[config.mk]
export PLATFORM = sky130hd
export DESIGN_NAME = rx_wakeup_carrier_sense
export DESIGN_NICKNAME = d
export VERILOG_FILES = /design/src/pkg/rx_wakeup_pkg.sv /design/src/rtl/rx_wakeup_carrier_sense.sv
export VERILOG_INCLUDE_DIRS = /design/src /design/src/pkg
export SDC_FILE = /design/constraint.sdc
export NUM_CORES = 1
export LEC_CHECK = 0
export BUFFER_PORTS_ARGS = -buffer_cell sky130_fd_sc_hd__buf_2
export CORE_ASPECT_RATIO = 1.1
export CORE_MARGIN = 3
export CORE_UTILIZATION = 39
export CTS_BUF_LIST = sky130_fd_sc_hd__clkbuf_16
export DETAILED_ROUTE_END_ITERATION = 8
export PLACE_DENSITY = 0.57
export SETUP_SLACK_MARGIN = 0.02
export SKIP_LAST_GASP = 1
export SLEW_MARGIN = 0
export SYNTH_ARGS = -nofsm -noshare
export SYNTH_HDL_FRONTEND = slang
export SYNTH_SLANG_ARGS = --single-unit
[constraint.sdc]
create_clock -name aclk -period 4.3 [get_ports aclk]
set_input_delay 0.43 -clock aclk [delete_from_list [all_inputs] [get_ports aclk]]
set_output_delay 0.43 -clock aclk [all_outputs]
set_load 0.005 [all_outputs]
[src/pkg/rx_wakeup_regs.svh]
// Register offsets, field positions, reset values and timing constants for the receiver wake block.
`ifndef RX_WAKEUP_REGS_SVH
`define RX_WAKEUP_REGS_SVH

// ----------------------------------------------------------------
// Register byte offsets
// ----------------------------------------------------------------
`define OFS_MAIN          8'h00
`define OFS_SEQUENCING    8'h04
`define OFS_INTERFACE     8'h08
`define OFS_GAIN_THREE    8'h0C
`define OFS_GAIN_FOUR     8'h10
`define OFS_PIN_SELECT    8'h14
`define OFS_STATUS        8'h18
`define OFS_AVG_FREQUENCY_WORD      8'h1C
`define OFS_INST_FREQUENCY_WORD     8'h20
`define OFS_SAMPLE_DIV    8'h24

// ----------------------------------------------------------------
// Field positions
// ----------------------------------------------------------------
`define MAIN_PDMODE_HI    1
`define MAIN_PDMODE_LO    0
`define MAIN_SEQPD_BIT    2
`define MAIN_CAL_HI       5
`define MAIN_CAL_LO       4
`define WAKE_SOURCE_SELECT_BIT      0
`define SEQ_RXW_HI        3
`define SEQ_RXW_LO        1
`define SEQ_CSW_HI        7
`define SEQ_CSW_LO        4
`define IF_SEPDATA_BIT    0
`define IF_OOK_BIT        1
`define GAIN_FIELD_HI     4
`define CS_SETMODE_BIT    5
`define STAT_CARRIER_BIT  3
`define STAT_RXON_BIT     0
`define STAT_CAL_BIT      1
`define STAT_AFCOK_BIT    2
`define STAT_PD_BIT       4

// ----------------------------------------------------------------
// Codes and reset values
// ----------------------------------------------------------------
`define PDMODE_SEQ        2'h3
`define PINSEL_CARRIER    4'h4
`define PINSEL_SAMPLECLK  4'hD
`define CAL_EVERY         2'h0
`define CAL_EVERY16       2'h1
`define CAL_EVERY256      2'h2
`define CS_MARGIN         8'h08
`define SAMPLE_PER_BAUD   8
`define SAMPLE_DIV_RST    16'h0064
`define RESP_OKAY         2'h0
`define RESP_SLVERR       2'h2

// ----------------------------------------------------------------
// Timing: one settle or carrier wait step, in ns, at a 10 ns clock
// ----------------------------------------------------------------
`define CLK_PERIOD_NS     10
`define RX_STEP_NS        1000
`define CS_STEP_NS        1000
`define RX_STEP_CYC       (`RX_STEP_NS / `CLK_PERIOD_NS)
`define CS_STEP_CYC       (`CS_STEP_NS / `CLK_PERIOD_NS)

`endif

[src/pkg/rx_wakeup_pkg.sv]
// Types shared by the receiver wake block.
package rx_wakeup_pkg;

  typedef enum logic [2:0] {
    SEQ_OFF      = 3'b000,
    SEQ_ARMED    = 3'b001,
    CALIBRATION_INTERVAL      = 3'b010,
    SEQ_SETTLE   = 3'b011,
    SEQ_CS_CHECK = 3'b100,
    SEQ_RX_ON    = 3'b101
  } seq_state_t;

  typedef logic [7:0] offset_t;

endpackage

[src/rtl/rx_wakeup_carrier_sense.sv]
// Carrier sense, wake-up sequencer and frequency offset readback with an AXI4-Lite slave.
//
// Added by the designer: the register addresses and the AXI4-Lite register port.
`timescale 1ns/1ps
`include "rx_wakeup_regs.svh"
// What this block does
// - Carrier detect comes from comparing signal strength with a programmable threshold.
// - Threshold set by 5-bit level field together with 5-bit maximum gain field.
// - Carrier detect is readable as a flag in the status register.
// - Pin source select 0100 puts carrier detect on the status pin.
// - Power-down mode field value 11 selects automatic power-up sequencing.
// - In sequencing mode the main register bits control the sequencer.
// - Writing 1 to sequenced power-down bit enters power-down awaiting wake-up.
// - Wake source bit 1: falling edge on select pin starts the sequence.
// - Wake source bit 0 with separate data pins: falling data pin edge starts it.
// - Settle wait (3 bits) and carrier wait (4 bits) fields set sequencer delays.
// - After wake-up, power receiver, check carrier, return to power-down if none.
// - Calibration runs every sequence, every 16th, every 256th, or never.
// - Average offset is signed 8-bit, offset equals value times baud over 16.
// - Average offset is valid for two-level and Gaussian keying, not on-off keying.
// - Instantaneous offset is signed 8-bit, deviation equals value times baud over 8.
// - Instantaneous offset updates per sample clock; select 1101 shows that clock.
// - Demodulator sample clock runs at eight times the baud rate.
// - Demodulated data is filtered digitally, cut-off 0.6 times baud rate; the filter here corners near 0.17 baud.
// - Carrier asserted when strength exceeds level plus 8 while carrier-set mode is 0.
// - Carrier detect flag sits at status bit 3.
module rx_wakeup_carrier_sense #(
  parameter int RX_STEP_CYC = `RX_STEP_CYC,
  parameter int CS_STEP_CYC = `CS_STEP_CYC
) (
  input  wire logic                 aclk,
  input  wire logic                 aresetn,
  input  wire logic                 clk_en,
  input  wire logic [7:0]           s_axi_awaddr,
  input  wire logic                 s_axi_awvalid,
  output logic                      s_axi_awready,
  input  wire logic [31:0]          s_axi_wdata,
  input  wire logic [3:0]           s_axi_wstrb,
  input  wire logic                 s_axi_wvalid,
  output logic                      s_axi_wready,
  output logic [1:0]                s_axi_bresp,
  output logic                      s_axi_bvalid,
  input  wire logic                 s_axi_bready,
  input  wire logic [7:0]           s_axi_araddr,
  input  wire logic                 s_axi_arvalid,
  output logic                      s_axi_arready,
  output logic [31:0]               s_axi_rdata,
  output logic [1:0]                s_axi_rresp,
  output logic                      s_axi_rvalid,
  input  wire logic                 s_axi_rready,
  input  wire logic [7:0]           rssi_value,
  input  wire logic [7:0]           demod_frequency_word,
  input  wire logic                 cal_done,
  input  wire logic                 wake_select_pin,
  input  wire logic                 data_io_pin_i,
  output logic                      data_io_pin_o,
  output logic                      data_io_pin_oe,
  output logic                      status_pin,
  output logic                      rx_enable,
  output logic                      cal_start,
  output logic                      powered_down,
  output logic [4:0]                max_gain
);
  import rx_wakeup_pkg::*;

  // ----------------------------------------------------------------
  // Registers and state
  // ----------------------------------------------------------------
  logic [7:0]  main_r;
  logic [7:0]  seq_cfg_r;
  logic [1:0]  intf_r;
  logic [4:0]  gain_three_r;
  logic [5:0]  gain_four_r;
  logic [3:0]  pin_sel_r;
  logic [15:0] sample_div_r;
  logic        carrier_r;
  seq_state_t  state_r;
  seq_state_t  state_nxt;
  logic [15:0] wait_cnt_r;
  logic [7:0]  step_cnt_r;
  logic [7:0]  seq_count_r;
  logic [15:0] div_cnt_r;
  logic        sample_tick_r;
  logic        sample_clk_r;
  logic [7:0]  inst_r;
  logic [11:0] avg_acc_r;
  logic [7:0]  avg_r;
  logic [2:0]  psel_sync_r;
  logic [2:0]  dio_sync_r;
  logic        aw_held_r;
  logic        w_held_r;
  logic [7:0]  aw_addr_r;
  logic [7:0]  w_data_r;
  logic        w_lane0_r;
  logic        seqpd_cmd;
  logic        wake_edge;
  logic        seq_mode;
  logic        do_cal;
  logic        wr_fire;
  logic        rd_fire;

  // Decoding shared by the write path and the read path.
  function automatic logic addr_mapped(input offset_t a);
    case (a)
      `OFS_MAIN, `OFS_SEQUENCING, `OFS_INTERFACE, `OFS_GAIN_THREE, `OFS_GAIN_FOUR,
      `OFS_PIN_SELECT, `OFS_STATUS, `OFS_AVG_FREQUENCY_WORD, `OFS_INST_FREQUENCY_WORD, `OFS_SAMPLE_DIV:
        addr_mapped = 1'b1;
      default: addr_mapped = 1'b0;
    endcase
  endfunction

  assign seq_mode = (main_r[`MAIN_PDMODE_HI:`MAIN_PDMODE_LO] == `PDMODE_SEQ);
  assign wr_fire  = aw_held_r && w_held_r && !s_axi_bvalid;
  assign rd_fire  = s_axi_arvalid && s_axi_arready;

  // ----------------------------------------------------------------
  // AXI4-Lite write channel
  // ----------------------------------------------------------------
  // Address and data are latched independently, so either may come first.
  always_ff @(posedge aclk) begin
    if (!aresetn) begin
      aw_held_r     <= 1'b0;
      w_held_r      <= 1'b0;
      aw_addr_r     <= 8'h00;
      w_data_r      <= 8'h00;
      w_lane0_r     <= 1'b0;
      s_axi_awready <= 1'b0;
      s_axi_wready  <= 1'b0;
      s_axi_bvalid  <= 1'b0;
      s_axi_bresp   <= `RESP_OKAY;
    end else if (clk_en) begin
      s_axi_awready <= !aw_held_r && !(s_axi_awvalid && s_axi_awready);
      s_axi_wready  <= !w_held_r && !(s_axi_wvalid && s_axi_wready);
      if (s_axi_awvalid && s_axi_awready) begin
        aw_held_r <= 1'b1;
        aw_addr_r <= s_axi_awaddr;
      end
      if (s_axi_wvalid && s_axi_wready) begin
        w_held_r  <= 1'b1;
        w_data_r  <= s_axi_wdata[7:0];
        w_lane0_r <= s_axi_wstrb[0];
      end
      if (wr_fire) begin
        s_axi_bvalid <= 1'b1;
        s_axi_bresp  <= addr_mapped(aw_addr_r) ? `RESP_OKAY : `RESP_SLVERR;
      end else if (s_axi_bvalid && s_axi_bready) begin
        s_axi_bvalid  <= 1'b0;
        aw_held_r     <= 1'b0;
        w_held_r      <= 1'b0;
        s_axi_awready <= 1'b1;
        s_axi_wready  <= 1'b1;
      end
    end
  end

  // Only byte lane 0 carries register bits; a write without it stores nothing.
  assign seqpd_cmd = wr_fire && w_lane0_r && (aw_addr_r == `OFS_MAIN) && seq_mode
                     && w_data_r[`MAIN_SEQPD_BIT];

  // Software-written configuration registers.
  always_ff @(posedge aclk) begin
    if (!aresetn) begin
      main_r       <= 8'h00;
      seq_cfg_r    <= 8'h00;
      intf_r       <= 2'h0;
      gain_three_r <= 5'h00;
      gain_four_r  <= 6'h00;
      pin_sel_r    <= 4'h0;
      sample_div_r <= `SAMPLE_DIV_RST;
    end else if (clk_en && wr_fire && w_lane0_r) begin
      case (aw_addr_r)
        `OFS_MAIN:       main_r       <= w_data_r;
        `OFS_SEQUENCING: seq_cfg_r    <= w_data_r;
        `OFS_INTERFACE:  intf_r       <= w_data_r[1:0];
        `OFS_GAIN_THREE: gain_three_r <= w_data_r[`GAIN_FIELD_HI:0];
        `OFS_GAIN_FOUR:  gain_four_r  <= w_data_r[5:0];
        `OFS_PIN_SELECT: pin_sel_r    <= w_data_r[3:0];
        `OFS_SAMPLE_DIV: sample_div_r <= {8'h00, w_data_r};
        default:         main_r       <= main_r;
      endcase
    end
  end

  // ----------------------------------------------------------------
  // AXI4-Lite read channel
  // ----------------------------------------------------------------
  // Reads return one cycle after the address is taken; unmapped words give SLVERR.
  always_ff @(posedge aclk) begin
    if (!aresetn) begin
      s_axi_arready <= 1'b0;
      s_axi_rvalid  <= 1'b0;
      s_axi_rdata   <= 32'h0000_0000;
      s_axi_rresp   <= `RESP_OKAY;
    end else if (clk_en) begin
      s_axi_arready <= !s_axi_rvalid && !rd_fire;
      if (rd_fire) begin
        s_axi_rvalid <= 1'b1;
        s_axi_rresp  <= addr_mapped(s_axi_araddr) ? `RESP_OKAY : `RESP_SLVERR;
        case (s_axi_araddr)
          `OFS_MAIN:       s_axi_rdata <= {24'h000000, main_r};
          `OFS_SEQUENCING: s_axi_rdata <= {24'h000000, seq_cfg_r};
          `OFS_INTERFACE:  s_axi_rdata <= {30'h00000000, intf_r};
          `OFS_GAIN_THREE: s_axi_rdata <= {27'h0000000, gain_three_r};
          `OFS_GAIN_FOUR:  s_axi_rdata <= {26'h0000000, gain_four_r};
          `OFS_PIN_SELECT: s_axi_rdata <= {28'h0000000, pin_sel_r};
          `OFS_STATUS:     s_axi_rdata <= {27'h0000000, powered_down, carrier_r,
                                           !intf_r[`IF_OOK_BIT], cal_start ||
                                           (state_r == CALIBRATION_INTERVAL), rx_enable};
          `OFS_AVG_FREQUENCY_WORD:   s_axi_rdata <= {24'h000000, avg_r};
          `OFS_INST_FREQUENCY_WORD:  s_axi_rdata <= {24'h000000, inst_r};
          `OFS_SAMPLE_DIV: s_axi_rdata <= {16'h0000, sample_div_r};
          default:         s_axi_rdata <= 32'h0000_0000;
        endcase
      end else if (s_axi_rvalid && s_axi_rready) begin
        s_axi_rvalid  <= 1'b0;
        s_axi_arready <= 1'b1;
      end
    end
  end

  // ----------------------------------------------------------------
  // Carrier sense
  // ----------------------------------------------------------------
  // Signal strength is taken at the programmed maximum gain, so the level
  // field only holds an absolute threshold for one gain setting.
  always_ff @(posedge aclk) begin
    if (!aresetn) begin
      carrier_r <= 1'b0;
    end else if (clk_en) begin
      carrier_r <= !gain_four_r[`CS_SETMODE_BIT] &&
                   (rssi_value > ({3'h0, gain_four_r[4:0]} + `CS_MARGIN));
    end
  end

  // ----------------------------------------------------------------
  // Wake pin synchronisers and falling edge detect
  // ----------------------------------------------------------------
  // The first stage feeds only the second; the edge is seen between stages two and three.
  always_ff @(posedge aclk) begin
    if (!aresetn) begin
      psel_sync_r <= 3'h7;
      dio_sync_r  <= 3'h7;
    end else if (clk_en) begin
      psel_sync_r <= {psel_sync_r[1:0], wake_select_pin};
      dio_sync_r  <= {dio_sync_r[1:0], data_io_pin_i};
    end
  end

  always_comb begin
    if (seq_cfg_r[`WAKE_SOURCE_SELECT_BIT]) begin
      wake_edge = psel_sync_r[2] && !psel_sync_r[1];
    end else begin
      wake_edge = intf_r[`IF_SEPDATA_BIT] && dio_sync_r[2] && !dio_sync_r[1];
    end
  end

  // ----------------------------------------------------------------
  // Power-up sequencer
  // ----------------------------------------------------------------
  always_comb begin
    case (main_r[`MAIN_CAL_HI:`MAIN_CAL_LO])
      `CAL_EVERY:    do_cal = 1'b1;
      `CAL_EVERY16:  do_cal = (seq_count_r[3:0] == 4'h0);
      `CAL_EVERY256: do_cal = (seq_count_r == 8'h00);
      default:       do_cal = 1'b0;
    endcase
  end

  always_comb begin
    state_nxt = state_r;
    case (state_r)
      SEQ_OFF: begin
        if (seqpd_cmd) state_nxt = SEQ_ARMED;
      end
      SEQ_ARMED: begin
        if (wake_edge) state_nxt = do_cal ? CALIBRATION_INTERVAL : SEQ_SETTLE;
      end
      CALIBRATION_INTERVAL: begin
        if (cal_done && !cal_start) state_nxt = SEQ_SETTLE;
      end
      SEQ_SETTLE: begin
        if (wait_cnt_r == 16'h0000 && step_cnt_r == 8'h00) state_nxt = SEQ_CS_CHECK;
      end
      SEQ_CS_CHECK: begin
        if (carrier_r) begin
          state_nxt = SEQ_RX_ON;
        end else if (wait_cnt_r == 16'h0000 && step_cnt_r == 8'h00) begin
          state_nxt = SEQ_ARMED;
        end
      end
      SEQ_RX_ON: begin
        if (seqpd_cmd) state_nxt = SEQ_ARMED;
      end
      default: state_nxt = SEQ_OFF;
    endcase
    if (!seq_mode) state_nxt = SEQ_OFF;
  end

  // State, step counters and the sequence count that paces calibration.
  always_ff @(posedge aclk) begin
    if (!aresetn) begin
      state_r     <= SEQ_OFF;
      wait_cnt_r  <= 16'h0000;
      step_cnt_r  <= 8'h00;
      seq_count_r <= 8'h00;
    end else if (clk_en) begin
      state_r <= state_nxt;
      if (state_nxt == SEQ_SETTLE && state_r != SEQ_SETTLE) begin
        wait_cnt_r <= 16'(RX_STEP_CYC - 1);
        step_cnt_r <= {5'h00, seq_cfg_r[`SEQ_RXW_HI:`SEQ_RXW_LO]};
      end else if (state_nxt == SEQ_CS_CHECK && state_r != SEQ_CS_CHECK) begin
        wait_cnt_r <= 16'(CS_STEP_CYC - 1);
        step_cnt_r <= {4'h0, seq_cfg_r[`SEQ_CSW_HI:`SEQ_CSW_LO]};
      end else if (wait_cnt_r != 16'h0000) begin
        wait_cnt_r <= wait_cnt_r - 16'h0001;
      end else if (step_cnt_r != 8'h00) begin
        step_cnt_r <= step_cnt_r - 8'h01;
        wait_cnt_r <= 16'(((state_r == SEQ_SETTLE) ? RX_STEP_CYC : CS_STEP_CYC) - 1);
      end
      if (state_r == SEQ_ARMED && state_nxt != SEQ_ARMED) begin
        seq_count_r <= seq_count_r + 8'h01;
      end
    end
  end

  // Sequencer outputs; outside sequencing mode the receiver is left on.
  always_ff @(posedge aclk) begin
    if (!aresetn) begin
      rx_enable    <= 1'b0;
      cal_start    <= 1'b0;
      powered_down <= 1'b1;
    end else if (clk_en) begin
      rx_enable    <= (state_nxt == SEQ_SETTLE) || (state_nxt == SEQ_CS_CHECK) ||
                      (state_nxt == SEQ_RX_ON) || (state_nxt == SEQ_OFF);
      cal_start    <= (state_r == SEQ_ARMED) && (state_nxt == CALIBRATION_INTERVAL);
      powered_down <= (state_nxt == SEQ_ARMED) || (state_nxt == CALIBRATION_INTERVAL);
    end
  end

  // ----------------------------------------------------------------
  // Sample clock and frequency offsets
  // ----------------------------------------------------------------
  // The divider register holds clock cycles per sample, one eighth of a baud period.
  always_ff @(posedge aclk) begin
    if (!aresetn) begin
      div_cnt_r     <= 16'h0000;
      sample_tick_r <= 1'b0;
      sample_clk_r  <= 1'b0;
    end else if (clk_en) begin
      sample_tick_r <= (div_cnt_r == 16'h0000);
      if (div_cnt_r == 16'h0000) begin
        div_cnt_r    <= sample_div_r - 16'h0001;
        sample_clk_r <= 1'b1;
      end else begin
        div_cnt_r    <= div_cnt_r - 16'h0001;
        sample_clk_r <= (div_cnt_r > {1'b0, sample_div_r[15:1]});
      end
    end
  end

  // A first-order low-pass per sample; shift 3 at eight samples per baud
  // puts the corner near 0.17 baud, not the 0.6 baud the document asks. The average keeps four more bits and
  // reports twice the instantaneous scale.
  always_ff @(posedge aclk) begin
    if (!aresetn) begin
      inst_r    <= 8'h00;
      avg_acc_r <= 12'h000;
      avg_r     <= 8'h00;
    end else if (clk_en && sample_tick_r) begin
      inst_r <= inst_r + 8'(($signed(demod_frequency_word) - $signed(inst_r)) >>> 3);
      avg_acc_r <= avg_acc_r + 12'(($signed({{4{inst_r[7]}}, inst_r, 4'h0})
                   - $signed(avg_acc_r)) >>> 4);
      if (!intf_r[`IF_OOK_BIT]) begin
        avg_r <= {avg_acc_r[10:4], 1'b0};
      end
    end
  end

  // ----------------------------------------------------------------
  // Pins
  // ----------------------------------------------------------------
  // The data pin is only listened to here, so its driver stays off.
  always_ff @(posedge aclk) begin
    if (!aresetn) begin
      status_pin     <= 1'b0;
      data_io_pin_o  <= 1'b0;
      data_io_pin_oe <= 1'b0;
      max_gain       <= 5'h00;
    end else if (clk_en) begin
      case (pin_sel_r)
        `PINSEL_CARRIER:   status_pin <= carrier_r;
        `PINSEL_SAMPLECLK: status_pin <= sample_clk_r;
        default:           status_pin <= 1'b0;
      endcase
      data_io_pin_o  <= 1'b0;
      data_io_pin_oe <= 1'b0;
      max_gain       <= gain_three_r;
    end
  end

endmodule

Word level (Yosys, flattened, before mapping)
Index checks and enable logic that the tools add are counted.

word-level totals
  bits in writable memories = 0
  bits in read-only memories = 0
  bits in registers = 197
  latch bits = 0
  word-level logic and storage cells = 217
  bits of input ports = 79
  memories = 0

operators by class
  bitwise logic cells = 1
  $add $sub $neg = 10
  magnitude comparators = 2
  reductions and logical operators = 80
  shifts and indexed selects = 0
  $mul = 0
  multiplexer cells = 49
  div/mod/pow operators = 0
  equality and inequality tests = 37

operators by type and width
  operator                                            number
  two-way mux 16 bit                                  5
  case mux 8 bit (10 select lines)                    1
  == test 8 x 5 -> 1 bit, second input constant       8
  == test 8 x 4 -> 1 bit, second input constant       4
  == test 8 x 6 -> 1 bit, second input constant       4
  logical NOT 16 bit                                  2
  logical NOT 8 bit                                   4
  two-way mux 8 bit                                   4
  AND reduction 2 bit                                 16
  subtractor 16 x 1 -> 16 bit, second input constant  2
  logical AND 1 bit                                   27
  two-way mux 1 bit                                   27
  two-way mux 3 bit                                   7
  OR reduction 10 bit                                 2
  == test 8 x 3 -> 1 bit, second input constant       2
  greater-than comparator 16 x 7 -> 1 bit             1
  nonzero test 16 bit                                 1
  case mux 3 bit (5 select lines)                     1
  subtractor 12 x 12 -> 13 bit                        1
  adder 12 bit                                        1
  == test 3 x 2 -> 1 bit, second input constant       4
  == test 3 bit, second input constant                4
  logical NOT 1 bit                                   12
  subtractor 8 x 1 -> 9 bit, second input constant    1
  other kinds (28)                                    38

Logic depth before layout (Yosys ltp)
  word-level depth = 13
  depth in mapped cells = 17

Least setup slack after synthesis
OpenSTA, ideal clock, no wires.

  path kind = register to register
  start = reg inst_r[1]
  end = reg avg_acc_r[11]
  setup time = 70 ps
  arrival time = 3262 ps
  setup slack = 967 ps
  required time = 4230 ps
  stages on the path, launching flop included = 15
  buffers on the path = 0
  cell sequence = dfxtp_1 ha_1 nand3_1 o211ai_1 o211ai_1 a21boi_1 o41ai_1 ha_1 and3_1 a21oi_1 o211ai_1 o211ai_1 xor2_1 or3_1 a21oi_1

on the way
  cells in the longest elaborated chain, start to end = 2

RTL lines
  item                          RTL line                        source
  from (decl)                   rx_wakeup_carrier_sense.sv:85   logic [7:0] inst_r;
  from (signal assigned)        rx_wakeup_carrier_sense.sv:370  inst_r <= inst_r + 8'(($signed(demod_frequency_word) - $signed(inst_r)) >>> 3);
  subtractor 12 x 12 -> 13 bit  rx_wakeup_carrier_sense.sv:372  - $signed(avg_acc_r)) >>> 4);
  adder 12 bit                  rx_wakeup_carrier_sense.sv:371  avg_acc_r <= avg_acc_r + 12'(($signed({{4{inst_r[7]}}, inst_r, 4'h0})
  to (signal assigned)          rx_wakeup_carrier_sense.sv:371
  to (decl)                     rx_wakeup_carrier_sense.sv:86   logic [11:0] avg_acc_r;

No other way between the ends.
A chain may end at the register's enable or synchronous reset.

Worst setup path after layout
  start = reg inst_r[1]
  end = reg inst_r[7]

on the way
  cells in the longest elaborated chain, start to end = 2

RTL lines
  item              RTL line
  subtractor 8 bit  rx_wakeup_carrier_sense.sv:370
  adder 8 bit *     rx_wakeup_carrier_sense.sv:370

Every way passes the cells marked *; elsewhere a longest branch is shown, timed or not.

==> qor.yml <==
run_status:
  status: "completed"
detailed_routing:
  vias: 8581
  drt-wirelength-per-cell_microns: 16.1
  wirelength_microns: 25500
  drtAntennaViolNets: 0
  drt-pass1-iter-count: 6
  route.detailed.drc: 0
  via_per_inst: 5.40
  drt_iter0_drc: 633
timing:
  setup_tns_ps: 0
  finalSetupViolCount: 0
  slew_violations: 0
  period_needed_ps: 3760
  worst_slew_pin_slew_ps: 1080
  hold_violations: 0
  rsz0062_at_grt: "false"
  fin_crit_sh_pct: 87.4
  hold_slack_ps: 222
  max_freq_mhz: 266
  fin_skew_ps: 12.5
  relSlewSlack_pct: 27.9
critical_path:
  reg2reg_slack_ps: 540
  slowest_delay_ps: 540
  timing.rr.end: "inst_r[7]"
  cp_common_cell: "a21oi_1"
  cp.required_ps: 4650
  worst_setup_path_start_kind: "flip-flop"
  critPathSlowestCell: "dfxtp_1"
  r2r_cells: 16
  cp_cell_sequence: "inv_1 > ha_1 > a21o_1 > a21oi_1 > nor2b_1 > nor2_1 > xnor2_1 > ha_1 > a21o_1 > a21oi_1 > nor2b_1 > o21a_1 > o41a_1 > xnor2_1 > or3_1 > a21oi_1"
  path_max_fanout: 6
  endpoint_kind: "flip-flop"
  arrival_ps: 4110
  timing.rr.start: "inst_r[1]"
  timing_worst_setup_path_type: "flip-flop to flip-flop"
floorplanning:
  rows: 60
  die_y_microns: 172
  core_sq_um: 24500
  initial_core_util_pct: 39.9
  die_area_sq_um: 27000
  fp.dieW_microns: 157
  ios: 131
min_path:
  min_from: "s_axi_awaddr[7]"
  hold_path.class: "input pin to flip-flop"
  hold_end: "aw_addr_r[7]"
  whs_path_depth: 3
clock_network:
  cts_buffer_depth: 2
  clkTransAtPathRegs_ps: 80
  cts.sinks: 171
  cts_made_buffers: 17
  post_cts_buffers: 0
  clockRootBuffer: "clkbuf_16"
  cts_max_level: 4
  cts_tree: "built"
  clk_latency_ps: 440
pwr:
  ir_drop_v: 0.000265
  pwr-share-seq_pct: 35.9
  p_int_uw: 3310
  leakagePower_uw: 0.00435
  p_sw_share_pct: 38.6
  switchingPower_uw: 2080
  finalPower_uw: 5390
  p_clk_share_pct: 27.4
  p_per_area_nw_per_um2: 497
  pwr-share-comb_pct: 36.7
logic_synthesis:
  synth.avg_cell_area_sq_um: 8.05
  synth.distinct_cells: 69
  yosys.area_share.simple_pct: 22.5
  synth_fa_ha_area_share_pct: 7.31
  synth-main-ff-cell: "dfxtp_1"
  ys_async_sr_fraction_pct: 0
  synthXorXnorAreaFrac_pct: 4.03
  syn_inst: 1216
  ys_seq_elements: 171
  yosys-mux-area-fraction_pct: 6.85
  synthesis.area_sq_um: 9790
  synth_warnings: 0
  synth-edff-count: 0
  synth-compound-area-share_pct: 17.9
  ys_seq_area_share_pct: 35.0
  synth_top_family_by_area: "simple AND/OR/NAND/NOR gates"
global_routing:
  grt_pass1_vias: 7890
  grt_max_degree: 79
  gr-total-overflow: 0
  busiest_layer: "met2"
  grt_use_total_pct: 19.0
  gr-usage-met3_pct: 3.40
  grtUsageMet2_pct: 30.9
  grt_pass1_wl_microns: 41500
  antenna_found_initial: 0
  use_met1_pct: 26.3
final_layout:
  drive_gt1_share_pct: 9.93
  syn_to_final_growth_pct: 11.0
  fin_area_sq_um: 10900
  regArea_sq_um: 3420
  diodes: 0
  num-nets-final: 1402
  nFillCells: 2531
  multiInputGateArea_sq_um: 5850
  largest_registers: "div_cnt_r (16), wait_cnt_r (16), avg_acc_r (12)"
placement:
  gp_congestion: 0.879
  port_buffers: 75
  place_area_sq_um: 10300
  place_hpwl_microns: 18500
flow_run:
  cap_violations: 0
[cell usage after synthesis (5+ instances only)]
master    number  area [sq um]
nor2_1       159           597
a311oi_1       7          61.3
nor4_1         7          43.8
or4_1          8          60.1
a21o_1        10          75.1
a31oi_1       12          75.1
dfxtp_1      171          3420
nor3b_1        6          45.0
a22oi_1       15           113
nand2_1      141           529
o21ai_0       50           250
nand3_1       39           195
o21a_1        11          82.6
a222oi_1       7          70.1
and2_1        10          62.6
a211oi_1       9          67.6
nor3_1        28           140
nand4_1       13          81.3
nor2b_1        8          50.1
nand3b_1       6          45.0
buf_4         30           225
buf_1          6          22.5
or3_1          8          50.1
clkbuf_1      41           154
o211ai_1      12          90.1
ha_1          54           676
mux2i_1       67           671
nor4b_1        5          43.8
xor2_1         8          70.1
inv_1         55           206
a21oi_1       99           495
xnor2_1       37           324
and3_1         9          56.3
nand2b_1      12          75.1
[per-stage QoR]
| stage | setup WS, ps | cells | util, % |
|---|---|---|---|
| after floorplan | 967 | 1243 | - |
| final | 543 | 1589 | 44.2 |
| after global placement | 456 | 1558 | 42.0 |
| after global routing | 265 | 1589 | 44.2 |
| after CTS | 342 | 1589 | 44.2 |
| after detailed placement | 365 | 1558 | 42.0 |
[routing by layer]
layer  vias up  share of wire [%]
li1       4362                  -
met5         -                  0
met3        19                3.5
met4         0                1.2
met2       136                 47
met1      4064                 48
[logic make-up (layout without fill, tap and decap cells)]
logic type | after synthesis | in the layout
and+or+nand+nor | 470 | 470
AOI/OAI and AO/OA | 272 | 272
DFF | 171 | 171
buffers and inverters | 134 | 170
muxes | 67 | 67
adders and majority gates | 56 | 56
xor gates and xnor gates | 45 | 45
other | 1 | 28
[critical path: cells and delay by family (launching register included)]
kind                       cells  cell delay [ps]
xor gates and xnor gates       2              330
AOI/OAI and AO/OA              7             1510
and+or+nand+nor                4              640
adders and majority gates      2              560
buffers and inverters          1               90
DFF                            1              540
[cell type report]
type | count | share of cell area (%)
multi-input cells | 938 | 53.8
flip-flops and latches | 171 | 31.5
repair buffers | 84 | 4.08
clock buffers | 17 | 3.92
well taps | 310 | 3.57
inverters | 55 | 1.92
clock inverters | 14 | 1.14
[cell usage in the layout, fill, tap and decap left out, types with 37 or more instances in the layout]
cell / count
a21oi_1: 99
buf_2: 75
dfxtp_1: 171
ha_1: 54
inv_1: 54
mux2i_1: 67
nand2_1: 141
nand3_1: 39
nor2_1: 159
o21ai_0: 50
xnor2_1: 37
[power by group through the flow]
stage / logic [uW] / clock network, uW / registers (uW)
6_report: 1980 / 1480 / 1940
3_3_place_gp: 1940 / 0 / 1970
2_1_floorplan: 1610 / 0 / 1910
4_1_cts: 1970 / 1510 / 1940
5_1_grt: 2270 / 1580 / 1970
3_5_place_dp: 1960 / 0 / 1970
[timing repair]
| action | CTS | global route |
|---|---|---|
| hold buffers | 0 | 0 |
| setup endpoints to repair | 0 | 1 |
| gates resized for setup | 0 | 1 |
[worst max path at each step]
stage,startpoint,endpoint,slack (ps),cells after the start
finish,inst_r[1],inst_r[7],540,16
detailed placement,inst_r[1],avg_acc_r[11],370,14
CTS,inst_r[1],avg_acc_r[11],340,14
global placement,inst_r[1],avg_acc_r[11],460,14
floorplan,inst_r[1],avg_acc_r[11],970,14
global route,inst_r[1],inst_r[7],270,17
No activity file was read; power rests on OpenSTA's default activity.
